<file path="src/rtl/rfs_map.vh">
`ifndef RFS_MAP_VH
`define RFS_MAP_VH
// ==========================================================
// register offsets (byte addresses, one 32-bit word each)
`define RFS_OFS_CTRL 4'h0
`define RFS_OFS_FLAG 4'h4
`define RFS_OFS_STAT 4'h8
`define RFS_OFS_MASK 4'hc
// ==========================================================
// control register fields
`define RFS_CTL_EN_LSB 0
`define RFS_CTL_DIS_LSB 4
`define RFS_CTL_PINSEL 8
`define RFS_CTL_OD_LSB 9
`define RFS_CTL_LVL_LSB 11
`define RFS_CTL_SEQ_LSB 13
`define RFS_CTL_SWRST 15
// ==========================================================
// flag register fields (write one to clear)
`define RFS_FLG_SHORT_LSB 0
`define RFS_FLG_OVP 4
`define RFS_FLG_TSD 5
`define RFS_FLG_RST 6
// ==========================================================
// status register fields
`define RFS_STA_RUN_LSB 0
`define RFS_STA_OVP 4
`define RFS_STA_TSD 5
`define RFS_STA_MODE_LSB 6
`define RFS_STA_CLK 8
`define RFS_STA_SUM_LSB 9
// ==========================================================
// reset values
`define RFS_CTL_RST 16'h00f0
`define RFS_MASK_RST 7'h00
// ==========================================================
// timing, figures in ns, clock in MHz
`define RFS_CLK_MHZ 10
`define RFS_T_OVP_RISE_NS 1000
`define RFS_T_OVP_FALL_NS 20000
`define RFS_T_TSD_NS 20000
`define RFS_T_QUAL_NS 1000000
// least times round up to whole cycles
`define RFS_CYC(ns) (((ns) * `RFS_CLK_MHZ + 999) / 1000)
`endif

</file>
<file path="src/rtl/rfs_filt.v">
`timescale 1ns/1ps
`default_nettype none
// ==========================================================
// debounce filter: output follows input only after it has
// held the new level for the given number of clocks
module rfs_filt #(
    parameter W = 16,
    parameter RISE_CYC = 10,
    parameter FALL_CYC = 10
) (
    input wire clk_sys, // system clock
    input wire rst, // sync reset, high
    input wire ce, // clock enable
    input wire din, // synchronised level
    output reg dout // filtered level
);
    reg [W-1:0] cnt_r; // cycles the input has differed
    wire [W-1:0] lim; // window for the pending edge

    assign lim = dout ? FALL_CYC[W-1:0] : RISE_CYC[W-1:0];

    // ======================================================
    // window counter, restarts whenever input agrees again
    always @(posedge clk_sys) begin
        if (rst) begin
            cnt_r <= {W{1'b0}};
            dout <= 1'b0;
        end else if (ce) begin
            if (din == dout) begin
                cnt_r <= {W{1'b0}};
            end else if (cnt_r + 1'b1 >= lim) begin
                // accurate to one clock period
                cnt_r <= {W{1'b0}};
                dout <= din;
            end else begin
                cnt_r <= cnt_r + 1'b1;
            end
        end
    end
endmodule // rfs_filt
`default_nettype wire

</file>
<file path="src/rtl/rfs_top.v">
// Added by the designer: the register offsets and the Avalon-MM interface to the registers.
`timescale 1ns/1ps
`default_nettype none
`include "rfs_map.vh"
module rfs_top #(
    parameter [15:0] OTP_CTRL = `RFS_CTL_RST, // nonvolatile ctrl
    parameter [6:0] OTP_MASK = `RFS_MASK_RST, // nonvolatile mask
    parameter QUAL_CYC = `RFS_CYC(`RFS_T_QUAL_NS) // 1 ms window
) (
    input wire clk_sys, // system clock, 10 MHz
    input wire rst, // sync reset, high
    input wire ce, // clock enable, freezes all state
    input wire [3:0] avs_address, // byte address
    input wire avs_read, // read request
    input wire avs_write, // write request
    input wire [31:0] avs_writedata, // write data
    output reg [31:0] avs_readdata, // read data
    output wire avs_waitrequest, // stall
    input wire en_pin, // enable pin, async
    input wire supply_ok, // analog supply above uvlo, async
    input wire ovp_raw, // input overvoltage comparator, async
    input wire hot_raw, // die over temperature, async
    input wire [3:0] out_low, // output under short threshold
    output wire [3:0] stage_on, // power stage enable
    output wire [3:0] stage_hiz, // power stage high-z
    output wire [3:0] discharge_on, // pulldown resistor on
    output reg interrupt_request_n, // interrupt, low active
    output reg first_general_output, // pin out
    output reg first_general_output_oe_n, // pin enable, low
    input wire shared_pin_in, // shared pin level, async
    output reg second_general_output, // shared pin out
    output reg second_general_output_oe_n, // shared pin enable
    output wire [1:0] mode // 0 off,1 otp,2 standby,3 active
);
    // ======================================================
    // modes
    localparam [1:0] M_OFF = 2'h0; // shutdown
    localparam [1:0] M_OTP = 2'h1; // read nonvolatile
    localparam [1:0] M_STBY = 2'h2; // standby
    localparam [1:0] M_ACT = 2'h3; // active
    localparam QW = 16; // qualification counter width
    localparam [QW-1:0] QLIM = QUAL_CYC[QW-1:0];

    // ======================================================
    // registers and state
    reg [1:0] mode_r; // current mode
    reg [1:0] mode_nxt; // next mode
    reg [15:0] ctrl_r; // control register
    reg [6:0] mask_r; // interrupt mask
    reg [6:0] flag_r; // latched flags
    reg [6:0] flag_nxt; // next flags
    reg [3:0] run_r; // regulator running
    reg [3:0] run_nxt; // next running
    reg ack_r; // bus answer cycle
    reg [1:0] en_s_r, sup_s_r, ovp_s_r, hot_s_r, pin_s_r; // syncs
    reg [3:0] low_s1_r, low_s2_r; // comparator syncs
    wire input_overvoltage_status; // filtered overvoltage
    wire hot_stat; // filtered over temperature
    wire [3:0] fault; // short or overload pulse
    wire [3:0] sw_en; // software enables
    wire [3:0] dis_en; // discharge enables
    wire block; // enables refused
    wire sw_rst; // software reset write
    wire wr_hit; // bus write taken
    wire [6:0] w1c; // flags cleared by this write
    wire clk_sample; // sampled sync clock level

    // ======================================================
    // helpers
    function [31:0] rd_mux;
        input [3:0] a;
        input [15:0] c;
        input [6:0] f;
        input [31:0] s;
        input [6:0] m;
        begin
            case (a)
                `RFS_OFS_CTRL: rd_mux = {16'h0000, c};
                `RFS_OFS_FLAG: rd_mux = {25'h0000000, f};
                `RFS_OFS_STAT: rd_mux = s;
                `RFS_OFS_MASK: rd_mux = {25'h0000000, m};
                default: rd_mux = 32'h00000000; // unmapped reads 0
            endcase
        end
    endfunction

    // ======================================================
    // two-flop synchronisers for every outside level
    always @(posedge clk_sys) begin
        if (rst) begin
            en_s_r <= 2'h0;
            sup_s_r <= 2'h0;
            ovp_s_r <= 2'h0;
            hot_s_r <= 2'h0;
            pin_s_r <= 2'h0;
            low_s1_r <= 4'h0;
            low_s2_r <= 4'h0;
        end else if (ce) begin
            // enable and uvlo rise: synchroniser only
            en_s_r <= {en_s_r[0], en_pin};
            sup_s_r <= {sup_s_r[0], supply_ok};
            ovp_s_r <= {ovp_s_r[0], ovp_raw};
            hot_s_r <= {hot_s_r[0], hot_raw};
            pin_s_r <= {pin_s_r[0], shared_pin_in};
            low_s1_r <= out_low;
            low_s2_r <= low_s1_r;
        end
    end
    assign clk_sample = pin_s_r[1];

    // ======================================================
    // overvoltage and thermal debounce
    rfs_filt #(
        .W(8),
        .RISE_CYC(`RFS_CYC(`RFS_T_OVP_RISE_NS)),
        .FALL_CYC(`RFS_CYC(`RFS_T_OVP_FALL_NS))
    ) u_ovp (
        .clk_sys(clk_sys),
        .rst(rst),
        .ce(ce),
        .din(ovp_s_r[1]),
        .dout(input_overvoltage_status)
    );
    rfs_filt #(
        .W(8),
        .RISE_CYC(`RFS_CYC(`RFS_T_TSD_NS)),
        .FALL_CYC(`RFS_CYC(`RFS_T_TSD_NS))
    ) u_hot (
        .clk_sys(clk_sys),
        .rst(rst),
        .ce(ce),
        .din(hot_s_r[1]),
        .dout(hot_stat)
    );

    // ======================================================
    // per regulator: start-up qualification then overload
    genvar gi;
    generate
        for (gi = 0; gi < 4; gi = gi + 1) begin : g_reg
            reg [QW-1:0] st_r; // cycles since enable
            reg qual_r; // start-up window over
            wire ovl; // low for the whole window
            // start-up timer restarts on every fresh enable
            always @(posedge clk_sys) begin
                if (rst) begin
                    st_r <= {QW{1'b0}};
                    qual_r <= 1'b0;
                end else if (ce) begin
                    if (!run_r[gi]) begin
                        st_r <= {QW{1'b0}};
                        qual_r <= 1'b0;
                    end else if (!qual_r) begin
                        if (st_r + 1'b1 >= QLIM) begin
                            qual_r <= 1'b1;
                        end
                        st_r <= st_r + 1'b1;
                    end
                end
            end
            // overload only counted once start-up passed
            rfs_filt #(
                .W(QW),
                .RISE_CYC(QUAL_CYC),
                .FALL_CYC(1)
            ) u_ovl (
                .clk_sys(clk_sys),
                .rst(rst),
                .ce(ce),
                .din(low_s2_r[gi] & qual_r & run_r[gi]),
                .dout(ovl)
            );
            // short at window end, or sustained overload
            assign fault[gi] = run_r[gi] & (
                (!qual_r && st_r + 1'b1 >= QLIM
                 && low_s2_r[gi])
                | (ovl & qual_r));
        end
    endgenerate

    // ======================================================
    // bus slave: one wait cycle, answer in the next
    assign avs_waitrequest = (avs_read | avs_write) & ~ack_r;
    assign wr_hit = avs_write & ack_r & ce;
    assign w1c = (wr_hit && avs_address == `RFS_OFS_FLAG)
        ? avs_writedata[6:0] : 7'h00;
    assign sw_rst = wr_hit && avs_address == `RFS_OFS_CTRL
        && avs_writedata[`RFS_CTL_SWRST];

    always @(posedge clk_sys) begin
        if (rst) begin
            ack_r <= 1'b0;
            avs_readdata <= 32'h00000000;
        end else if (ce) begin
            ack_r <= (avs_read | avs_write) & ~ack_r;
            if (avs_read && !ack_r) begin
                avs_readdata <= rd_mux(avs_address, ctrl_r, flag_r,
                    {19'h00000, flag_r[3:0], clk_sample, mode_r,
                     hot_stat, input_overvoltage_status, run_r}, mask_r);
            end
        end
    end

    // ======================================================
    // enable gating and fault response
    assign sw_en = ctrl_r[`RFS_CTL_EN_LSB +: 4];
    assign dis_en = ctrl_r[`RFS_CTL_DIS_LSB +: 4];
    // refused while either condition is live or pending
    assign block = input_overvoltage_status | flag_r[`RFS_FLG_OVP]
        | hot_stat | flag_r[`RFS_FLG_TSD];

    always @* begin
        run_nxt = 4'h0;
        if (mode_r == M_STBY || mode_r == M_ACT) begin
            // fault flag pending keeps it off; clearing retries
            run_nxt = sw_en & ~flag_r[3:0] & ~fault;
            // lockout or soft reset drops stages on the same edge
            if (block || !sup_s_r[1] || sw_rst) begin
                run_nxt = 4'h0;
            end
        end
    end

    // ======================================================
    // flags: hardware set wins over a write-one clear
    always @* begin
        flag_nxt = flag_r & ~w1c;
        flag_nxt[3:0] = flag_nxt[3:0] | fault;
        // live level re-sets, so a clear while high is lost
        if (input_overvoltage_status) begin
            flag_nxt[`RFS_FLG_OVP] = 1'b1;
        end
        if (hot_stat) begin
            flag_nxt[`RFS_FLG_TSD] = 1'b1;
        end
    end

    // ======================================================
    // mode machine
    always @* begin
        case (mode_r)
            M_OFF: mode_nxt = M_OTP;
            M_OTP: mode_nxt = M_STBY;
            M_STBY: mode_nxt = |run_r ? M_ACT : M_STBY;
            M_ACT: mode_nxt = |run_r ? M_ACT : M_STBY;
            default: mode_nxt = M_OFF;
        endcase
        if (!sup_s_r[1] || sw_rst) begin
            mode_nxt = M_OFF;
        end
    end

    // ======================================================
    // state and register update
    always @(posedge clk_sys) begin
        if (rst) begin
            mode_r <= M_OFF;
            ctrl_r <= `RFS_CTL_RST;
            mask_r <= `RFS_MASK_RST;
            flag_r <= 7'h00;
            run_r <= 4'h0;
        end else if (ce) begin
            mode_r <= mode_nxt;
            run_r <= run_nxt;
            flag_r <= flag_nxt;
            if (mode_r == M_OFF) begin
                // all off; registers back to defaults
                run_r <= 4'h0;
                ctrl_r <= `RFS_CTL_RST;
                mask_r <= `RFS_MASK_RST;
                flag_r <= 7'h00;
            end else if (mode_r == M_OTP) begin
                // regulators stay off while loading
                run_r <= 4'h0;
                ctrl_r <= OTP_CTRL;
                mask_r <= OTP_MASK;
                // reset flag only when unmasked
                flag_r[`RFS_FLG_RST] <= ~OTP_MASK[`RFS_FLG_RST];
            end else if (wr_hit && !sw_rst) begin
                if (avs_address == `RFS_OFS_CTRL) begin
                    ctrl_r <= avs_writedata[15:0];
                    ctrl_r[`RFS_CTL_SWRST] <= 1'b0;
                end
                if (avs_address == `RFS_OFS_MASK) begin
                    mask_r <= avs_writedata[6:0];
                end
            end
        end
    end

    // ======================================================
    // interrupt: low while any unmasked flag is set
    always @(posedge clk_sys) begin
        if (rst) begin
            interrupt_request_n <= 1'b1;
        end else if (ce) begin
            interrupt_request_n <= ~|(flag_r & ~mask_r);
        end
    end

    // ======================================================
    // power stages: off means high-z, pulldown if enabled
    assign stage_on = run_r;
    assign stage_hiz = ~run_r;
    assign discharge_on = ~run_r & dis_en;
    assign mode = mode_r;

    // ======================================================
    // general outputs
    // limitation: overvoltage holds both outputs low (the second
    // only when it is not the sync clock input) until its flag is
    // cleared, whatever the level bits say
    always @(posedge clk_sys) begin : p_gpo
        reg [1:0] lvl;
        reg [1:0] od;
        lvl = 2'h0;
        od = 2'h0;
        if (rst) begin
            first_general_output <= 1'b0;
            first_general_output_oe_n <= 1'b1;
            second_general_output <= 1'b0;
            second_general_output_oe_n <= 1'b1;
        end else if (ce) begin
            od = ctrl_r[`RFS_CTL_OD_LSB +: 2];
            lvl = ctrl_r[`RFS_CTL_LVL_LSB +: 2];
            // follow the enable pin sequence instead
            lvl = lvl & ~ctrl_r[`RFS_CTL_SEQ_LSB +: 2]
                | ({2{en_s_r[1]}} & lvl
                   & ctrl_r[`RFS_CTL_SEQ_LSB +: 2]);
            if (flag_r[`RFS_FLG_OVP] || input_overvoltage_status
                || mode_r == M_OFF || mode_r == M_OTP) begin
                lvl = 2'h0;
            end
            // open drain pulls low only; push-pull drives both
            first_general_output <= od[0] ? 1'b0 : lvl[0];
            first_general_output_oe_n <= od[0] ? lvl[0] : 1'b0;
            if (ctrl_r[`RFS_CTL_PINSEL]) begin
                // pin is the sync clock input, never driven
                second_general_output <= 1'b0;
                second_general_output_oe_n <= 1'b1;
            end else begin
                second_general_output <= od[1] ? 1'b0 : lvl[1];
                second_general_output_oe_n <= od[1] ? lvl[1] : 1'b0;
            end
        end
    end
endmodule // rfs_top
`default_nettype wire

</file>
<file path="config.mk">
export PLATFORM = sky130hd
export DESIGN_NAME = rfs_top
export DESIGN_NICKNAME = d
export VERILOG_FILES = /design/src/rtl/rfs_filt.v /design/src/rtl/rfs_top.v
export VERILOG_INCLUDE_DIRS = /design/src /design/src/rtl
export SDC_FILE = /design/constraint.sdc
export NUM_CORES = 1
export LEC_CHECK = 0
export ABC_AREA = 1
export BUFFER_PORTS_ARGS = -buffer_cell sky130_fd_sc_hd__buf_2
export CAP_MARGIN = 20
export CORE_MARGIN = 2
export CORE_UTILIZATION = 53
export CTS_BUF_LIST = sky130_fd_sc_hd__clkbuf_16
export DETAILED_ROUTE_END_ITERATION = 10
export GPL_TIMING_DRIVEN = 0
export PLACE_DENSITY = 0.72
export SYNTH_ARGS = -nofsm -noshare
export SYNTH_HDL_FRONTEND = slang
export SYNTH_SLANG_ARGS = --single-unit
</file>
<file path="constraint.sdc">
create_clock -name clk_sys -period 2.9 [get_ports clk_sys]
set_input_delay 0.145 -clock clk_sys [delete_from_list [all_inputs] [get_ports clk_sys]]
set_output_delay 0.145 -clock clk_sys [all_outputs]
set_load 0.02 [all_outputs]
</file>
# --- After elaboration in Yosys (flattened, before gate mapping) ---
# Cells that the tools add are included.
op_classes:
  reduce_logical: 49
  magnitude_cmp: 10
  add_sub_neg: 10
  eq_ne: 16
  bitwise_logic: 50
  mux: 66
op_table:
  columns: ["cell", "count"]
  rows:
  - ["2-to-1 mux 16 bit", 20]
  - ["adder 16 x 1 -> 16 bit, second input constant", 8]
  - ["greater-or-equal comparator 16 x 14 -> 1 bit, second input constant", 4]
  - ["greater-or-equal comparator 16 bit", 4]
  - ["case mux 16 bit (4 select lines)", 1]
  - ["2-to-1 mux 14 bit", 4]
  - ["2-to-1 mux 8 bit", 5]
  - ["2-to-1 mux 7 bit", 5]
  - ["AND reduction 3 bit", 8]
  - ["2-to-1 mux 1 bit", 23]
  - ["bitwise AND 1 bit", 19]
  - ["adder 8 x 1 -> 8 bit, second input constant", 2]
  - ["2-to-1 mux 4 bit", 4]
  - ["bitwise AND 7 bit", 2]
  - ["inverter 7 bit", 2]
  - ["logical AND 1 bit", 13]
  - ["bitwise AND 4 bit", 3]
  - ["inverter 4 bit", 3]
  - ["AND reduction 2 bit", 5]
  - ["nonzero test 3 bit", 3]
  - ["== test 4 bit, second input constant", 2]
  - ["greater-or-equal comparator 8 bit", 1]
  - ["greater-or-equal comparator 8 bit, second input constant", 1]
  - ["zero test 1 bit", 8]
  - ["other kinds (20)", 51]
word_totals:
  regBits: 246
  inputBits: 50
  out_inout_bits: 52

# --- Longest topological paths before layout ---
# Gate-level depths: netlist (run 1).
depth:
  word_depth: 12
  ltp_mapped: 19
  ltp_nobuf: 19

# --- Cells and area by module ---
# A second synthesis (run 1) with hierarchy kept.
unflattened:
  cells_unflattened: 1998
  hier_area_um2: 13620.6
by_module_without_submodules:
  columns: ["module", "area_per_inst_um2", "cells_each", "n_inst"]
  rows:
  - ["rfs_top", 7507.2, 1118, 1]
  - ["rfs_filt at g_reg[0].u_ovl ...", 1204.9, 172, 4]
  - ["rfs_filt at u_ovp", 724.4, 104, 1]
  - ["rfs_filt at u_hot", 569.3, 88, 1]

# --- Worst setup path after synthesis (run 1) ---
# No wires, ideal clock.
synth_path:
  path_type: "register to register"
  startpoint: "register g_reg[1].u_ovl.cnt_r[0]"
  endpoint: "register g_reg[1].u_ovl.cnt_r[11]"
  path_stages_with_launch: 17
  period_less_slack_ns: 2.424
  path_slack_ns: 0.476
  arrival_ns: 2.288
  t_required_ns: 2.764
  setup_ns: 0.136
  path_cell_list: "dfxtp_1 -> ha_1 -> nand2_1 -> nor2_1 -> nand2_1 -> inv_1 -> nand3_1 -> nor2_1 -> xnor2_1 -> inv_1 -> ha_1 -> inv_1 -> nor3_1 -> nand3_1 -> nand4_2 -> buf_6 -> o22ai_1"
synth_between:
  elab_chain_cells: 4
synth_rtl:
  columns: ["element", "line", "source"]
  rows:
  - ["start, declared", "rfs_filt.v:17", "reg [W-1:0] cnt_r;"]
  - ["start signal, assigned", "rfs_filt.v:26", "cnt_r <= {W{1'b0}};"]
  - ["start signal, assigned", "rfs_filt.v:30", "cnt_r <= {W{1'b0}};"]
  - ["start signal, assigned", "rfs_filt.v:33", "cnt_r <= {W{1'b0}};"]
  - ["adder 16 x 1 -> 16 bit *", "rfs_filt.v:31, rfs_filt.v:36", null]
  - ["greater-or-equal comparator 16 bit", "rfs_filt.v:31", "end else if (cnt_r + 1'b1 >= lim) begin"]
  - ["2-to-1 mux 16 bit *", "rfs_filt.v:31", null]
  - ["2-to-1 mux 16 bit *", "rfs_filt.v:29", "if (din == dout) begin"]
# Every way passes the cells marked *; elsewhere a longest branch is shown, timed or not.
# A chain may end at the register's enable or synchronous reset.

# --- Worst setup path in the final report (run 1) ---
layout_path:
  startpoint: "register g_reg[1].u_ovl.cnt_r[0]"
  endpoint: "register g_reg[1].u_ovl.cnt_r[5]"
# The elaborated chain is that of the path after synthesis.

==> results of run 1 <==
==> state kept, by name, summed over array words and instances (netlist names), 7 cells and up <==
register,count
g.u_ovl.cnt_r,64
u_ovp.cnt_r,8
avs_readdata,15
flag_r,7
g.st_r,64
mask_r,7
u_hot.cnt_r,8
ctrl_r,15
==> cells in the mapped netlist (3+ instances only) <==
library cell  number  area, µm²
o211ai_1           9       67.6
o21ai_1            3       15.0
nor3b_1            4       30.0
clkbuf_1          48        180
a211oi_1          12       90.1
dfxtp_1          228       4560
o22ai_1           50        313
nor2_1           194        728
nand4_1           33        206
buf_6              4       45.0
o22ai_2           19        238
nand3b_1           7       52.6
nand4_2            4       50.1
o21ai_2            4       35.0
nand2_2            6       37.5
a21oi_1          123        616
or2_2             19        119
o21ai_0          119        596
nand3_1          125        626
o31ai_1            5       37.5
xnor2_1           13        114
ha_1              38        475
buf_4             18        135
buf_2              4       20.0
nor2_4             6       67.6
nand3_2            3       30.0
nor4_1             6       37.5
inv_2              3       11.3
nand2_1          486       1820
nor3_1            37        185
xor2_1            54        473
and2_1             3       18.8
nor2_2             9       56.3
inv_1            247        927
==> path summary, 6_finish.rpt <==
check	endpoint	slack [ns]	depth (start not counted)
worst max-delay path	g_reg[1].u_ovl.cnt_r[5]	0.21	16
worst min-delay path	ack_r	0.008	5
worst min register to register	g_reg[1].u_ovl.cnt_r[15]	0.45	2
worst max register to register	g_reg[1].u_ovl.cnt_r[5]	0.21	16
==> metrics by stage <==
stage	hold slack (ns)	setup slack, ns	cell area, µm²	utilization
final	0.00808	0.211	15100	0.622
after global routing	0.0401	-0.00134	15100	0.622
after CTS	0.00381	0.0255	15000	0.618
after detailed placement	0.378	0.00880	13900	0.572
after global placement	0.372	0.121	13900	0.572
after floorplan	0.280	0.476	13200	-
==> what timing repair did <==
item,CTS,global route
buffers inserted,0,1
endpoints found under the setup margin,10,48
gates resized for setup,1,24
hold buffers,20,0
endpoints found under the hold margin,24,0
pin swaps,0,3
==> critical path, stage by stage, from the launching register on <==
cell and delay, ns:
dfxtp_2 0.36, ha_2 0.19, nand2_1 0.08, nor2_2 0.16, nand2_2 0.10, inv_2 0.09, nand3_2 0.08, nor2_2 0.14
xnor2_1 0.12, inv_1 0.09, ha_1 0.29, inv_1 0.07, nor3_4 0.24, nand3_2 0.14, nand4_4 0.15, buf_8 0.15
o22ai_1 0.07
==> where the power goes <==
| part | total (mW) | switching (mW) | internal [mW] |
|---|---|---|---|
| registers | 3.19 | 0.0180 | 3.17 |
| logic | 0.408 | 0.294 | 0.113 |
| clock network | 3.50 | 1.38 | 2.12 |
| total | 7.10 | 1.69 | 5.41 |
==> routing by layer <==
metal  GRT usage  vias up  routed length (µm)
li1            -     6622                   -
met1       0.386     6048               16900
met2       0.455      467               16600
met4      0.0852        0                 999
met3      0.0437       72                2950
met5           0        -                   0
==> placed cells by master, fill, tap and decap left out, drive strengths merged, types with 10 or more instances in the layout <==
cell | synthesis | routed
dfxtp | 228 | 228
a211oi | 12 | 12
or2 | 20 | 20
clkbuf | 48 | 75
nand3 | 128 | 128
dlygate4sd3 | 0 | 20
inv | 250 | 255
nand4 | 37 | 37
clkinv | 1 | 10
o21ai | 126 | 126
o22ai | 69 | 69
xnor2 | 13 | 13
buf | 28 | 95
xor2 | 54 | 54
conb | 1 | 17
nand2 | 492 | 492
nor2 | 209 | 209
ha | 38 | 38
a21oi | 126 | 126
nor3 | 39 | 39
==> final cells by class <==
type	count	area, µm²
multi-input combinational	1417	7380
sequential	228	4570
fill	2254	9190
clock inverter	21	226
timing repair buffer	87	538
inverter	251	942
clock buffer	27	676
tap	324	405
buffer	76	392
==> cells by family after synthesis <==
logic type,synth area share
other,0.000286
AO/OA/AOI/OAI,0.158
flip-flops,0.348
AND/OR/NAND/NOR,0.312
buffers and inverters,0.101
XOR/XNOR,0.0447
adder cells (fa/ha/maj),0.0362
==> impl_metrics.tcl, run 1 <==
set metrics [dict create \
    cts_buffer_depth 3 \
    cts_max_level 1 \
    finalPower_mw 7.10 \
    cts_root_buffer "clkbuf_16" \
    antenna_found_initial 0 \
    cts.sinks 228 \
    tightest_slew_ns 1.05 \
    yosysUniqueCellTypes 44 \
    cts.clk_slew.worst_paths_ns 0.06 \
    critPathKind "flip-flop to flip-flop" \
    rows 57 \
    grt-ovfl-total 0 \
    wirelength_mm 37.5 \
    initial_utilization 0.540 \
    status "finished, final reports clean" \
    grt_max_degree 14 \
    wire_per_inst_um 15.4 \
    grt_pass1_wl_mm 60.1 \
    cts_tree "built" \
    cts_made_buffers 26 \
    core_um2 24300 \
    via_per_inst 5.43 \
    grt_pass1_vias 12119 \
    drive_gt1_frac 0.111 \
    route.detailed.drc 0 \
    ys_seq_elements 228 \
    area_growth_pct 15.3 \
    fin_setup_tns_ns 0 \
    fin_nets 2175 \
    synth-warning-count 0 \
    slew_viol_final 0 \
    period_share 0.927 \
    arrival_ns 3.08 \
    dp_hpwl_mm 27.1 \
    antennaDiodeCount 0 \
    crit_path_start_kind "flip-flop" \
    fin_crit_ns 2.69 \
    dr_total_vias 13209 \
    setup_violations 0 \
    clock.fmax_mhz 372 \
    syn_area_um2 13100 \
    finalWeightedCongestion 0.963 \
    slew_headroom 0.300 \
    drv_cap 0 \
    io_pins 102 \
    grt_usage 0.281 \
    ant_nets 0 \
    async_flop_share 0 \
    p_per_area_nw_per_um2 469 \
    finClkSkew_ns 0.00980 \
    rr_startpoint "g_reg[1].u_ovl.cnt_r[0]" \
    endpoint_kind "flip-flop" \
    syn-instance-count 1956 \
    die_x_um 161 \
    clk_latency_ns 0.54 \
    p_leak_nw 5.87 \
    worstPathMaxFanout 10 \
    synth-main-ff-cell "dfxtp_1" \
    io_buffers 66 \
    hold_violations 0 \
    hp-start "avs_read" \
    ir_worst_vdd_uv 405 \
    worst_ep_required_time_ns 3.29 \
    first_pass_iters 5 \
    die_y_um 161 \
    syn_avg_cell_area_um2 6.71 \
    startpoint "g_reg[1].u_ovl.cnt_r[0]" \
    synth-edff-count 0 \
    dr.first_iter.drc_count 1218 \
    final_cells 2431 \
    die_area_um2 26000 \
    ys_seq_area_frac 0.348 \
    hold_class "input port to flip-flop" \
    placed_cells 2362 \
]
(Power assumes the default switching activity.)
==> inputs of run 2 (changes only) <==
--- a/config.mk
+++ b/config.mk
@@ -9,12 +9,14 @@
 export ABC_AREA = 1
 export BUFFER_PORTS_ARGS = -buffer_cell sky130_fd_sc_hd__buf_2
 export CAP_MARGIN = 20
+export CELL_PAD_IN_SITES_DETAIL_PLACEMENT = 2
+export CELL_PAD_IN_SITES_GLOBAL_PLACEMENT = 2
 export CORE_MARGIN = 2
-export CORE_UTILIZATION = 53
+export CORE_UTILIZATION = 34
 export CTS_BUF_LIST = sky130_fd_sc_hd__clkbuf_16
 export DETAILED_ROUTE_END_ITERATION = 10
 export GPL_TIMING_DRIVEN = 0
-export PLACE_DENSITY = 0.72
+export PLACE_DENSITY = 0.8
 export SYNTH_ARGS = -nofsm -noshare
 export SYNTH_HDL_FRONTEND = slang
 export SYNTH_SLANG_ARGS = --single-unit
==> run 2 against run 1 <==
Maximum frequency shrank 2.6%. Clock-buffer cell count grew 2. Die area rose by 54%. Worst setup slack lost 0.070 ns. Clock power rose by 3%. Combinational power is 8.1% higher. Critical endpoint is now g_reg[2].u_ovl.cnt_r[4].
==> impl_metrics.tcl, run 2 (synthesis gave the netlist of run 1 again) <==
set metrics [dict create \
    rows 71 \
    antennaDiodeCount 0 \
    fill_cells 4592 \
    dp_hpwl_mm 37.7 \
    io_buffers 66 \
    worstPathMaxFanout 10 \
    dr.first_iter.drc_count 498 \
    crit_path_start_kind "flip-flop" \
    antenna_found_initial 0 \
    final_common_cell "nand2_1" \
    critPathKind "flip-flop to flip-flop" \
    ff2ff_path_depth 14 \
    slowest_delay_ns 0.39 \
    cp.depth 14 \
    wirelength_mm 52.2 \
    finalPower_mw 7.25 \
    hold_class "input port to flip-flop" \
    initial_utilization 0.347 \
    tightest_slew_ns 1.03 \
    slew_headroom 0.315 \
    grt_pass1_wl_mm 82.2 \
    grt_max_degree 14 \
    first_pass_iters 5 \
    hold_violations 0 \
    largestRegisters "g.st_r (64), g.u_ovl.cnt_r (64)" \
    die_y_um 200 \
    placed_cells 2549 \
    clock.fmax_mhz 362 \
    area_growth_pct 18.4 \
    finalWeightedCongestion 0.869 \
    slew_viol_final 0 \
    arrival_ns 3.17 \
    p_leak_nw 5.95 \
    ir_worst_vdd_uv 437 \
    die_x_um 200 \
    layout_common_cells "480 x nand2_1, 250 x inv_1, 217 x dfxtp_1, 189 x nor2_1, 122 x a21oi_1" \
    met1_length_mm 24.3 \
    status "finished, final reports clean" \
    fin_setup_tns_ns 0 \
    grt_usage 0.253 \
    worst_ep_required_time_ns 3.31 \
    crit_family "simple AND/OR/NAND/NOR gates" \
    grt_pass1_vias 15088 \
    drv_cap 0 \
    cts_made_buffers 28 \
    via_per_inst 5.25 \
    route.detailed.drc 0 \
    period_share 0.952 \
    cts_tree "built" \
    cts_buffer_depth 3 \
    drive_gt1_frac 0.122 \
    fin_ws_ns 0.140 \
    cts.clk_slew.worst_paths_ns 0.06 \
    core_um2 37800 \
    highest_layer "met4" \
    cts_root_buffer "clkbuf_16" \
    rr_startpoint "g_reg[2].u_ovl.cnt_r[0]" \
    final_cells 2626 \
    finClkSkew_ns 0.0114 \
    wire_per_inst_um 19.9 \
    crit_buf_inv 2 \
    fin_crit_ns 2.76 \
    grt-ovfl-total 0 \
    hp-start "avs_read" \
    die_area_um2 40200 \
    dr_total_vias 13797 \
    startpoint "g_reg[2].u_ovl.cnt_r[0]" \
    rsz0062_at_grt "true" \
    cts.sinks 228 \
    clk_latency_ns 0.57 \
    io_pins 102 \
    fin_nets 2184 \
    crit_chain "ha_1 > nand2_1 > nor2_2 > nand2_2 > nor2_1 > xor2_1 > inv_1 > ha_1 > nand2_1 > nor3_2 > nand3_1 > nand4_2 > buf_6 > o22ai_1" \
    endpoint_kind "flip-flop" \
    wl_met2_mm 25.3 \
    setup_violations 0 \
    wl_met3_mm 1.60 \
    cts_max_level 1 \
    slowest_stage "dfxtp_1" \
    p_per_area_nw_per_um2 467 \
    ant_nets 0 \
    hold_depth 5 \
    dp_slack_ns -0.146 \
]
## run 2: cell types whose count changed in the layout (fill, tap and decap cells not counted), sizes merged
cell      previous run  this run
clkinv              10        12
clkbuf              75        77
buf                 95       102
clkinvlp             2         0
bufinv               5         4
## run 2: area by class of cell
type	count	area (µm²)	share of cell area
Buffer	76	409	0.0263
Multi-Input combinational cell	1417	7460	0.481
Clock inverter	20	184	0.0118
Clock buffer	29	726	0.0467
Timing Repair Buffer	94	591	0.0380
Tap cell	511	639	0.0412
Sequential cell	228	4580	0.295
Inverter	251	942	0.0607
## run 2: path summary, 6_finish.rpt
path | endpoint | slack (ns)
worst min-delay path | ack_r | 0.05
worst max-delay path | g_reg[2].u_ovl.cnt_r[4] | 0.14
worst max register to register | g_reg[2].u_ovl.cnt_r[4] | 0.14
worst min register to register | g_reg[1].u_ovl.cnt_r[15] | 0.46
## run 2: report_power, final
part	switching, mW	total (mW)	internal [mW]	leakage, nW
logic	0.327	0.441	0.114	3.64
registers	0.0221	3.19	3.17	1.85
clock network	1.48	3.62	2.14	0.465
total	1.83	7.25	5.42	5.95
## run 2: routing by layer
layer / track usage / up-vias
met5: 0 / -
met4: 0.0561 / 0
met3: 0.0226 / 69
met2: 0.451 / 238
met1: 0.332 / 6863
li1: - / 6627
## run 2: stage by stage
step,area [µm²],utilization,hold WS [ns]
after detailed placement,14200,0.374,0.403
after CTS,15300,0.405,0.0225
after global routing,15500,0.410,0.0805
after floorplan,13200,-,0.280
after global placement,14200,0.374,0.399
final,15500,0.410,0.0466
## run 2: repair_timing
action                     CTS  global route
hold endpoints to repair    24             0
cloned                       0             0
pin swaps                    3            11
buffers inserted             0             8
resized for setup           12            46
setup endpoints to repair   22            60
hold buffers                20             0
## run 2: worst min-delay path: cells and delay by family
kind | cells | cell delay, ns
simple gates | 3 | 0.24
buf+inv | 1 | 0.11
compound gates | 1 | 0.06
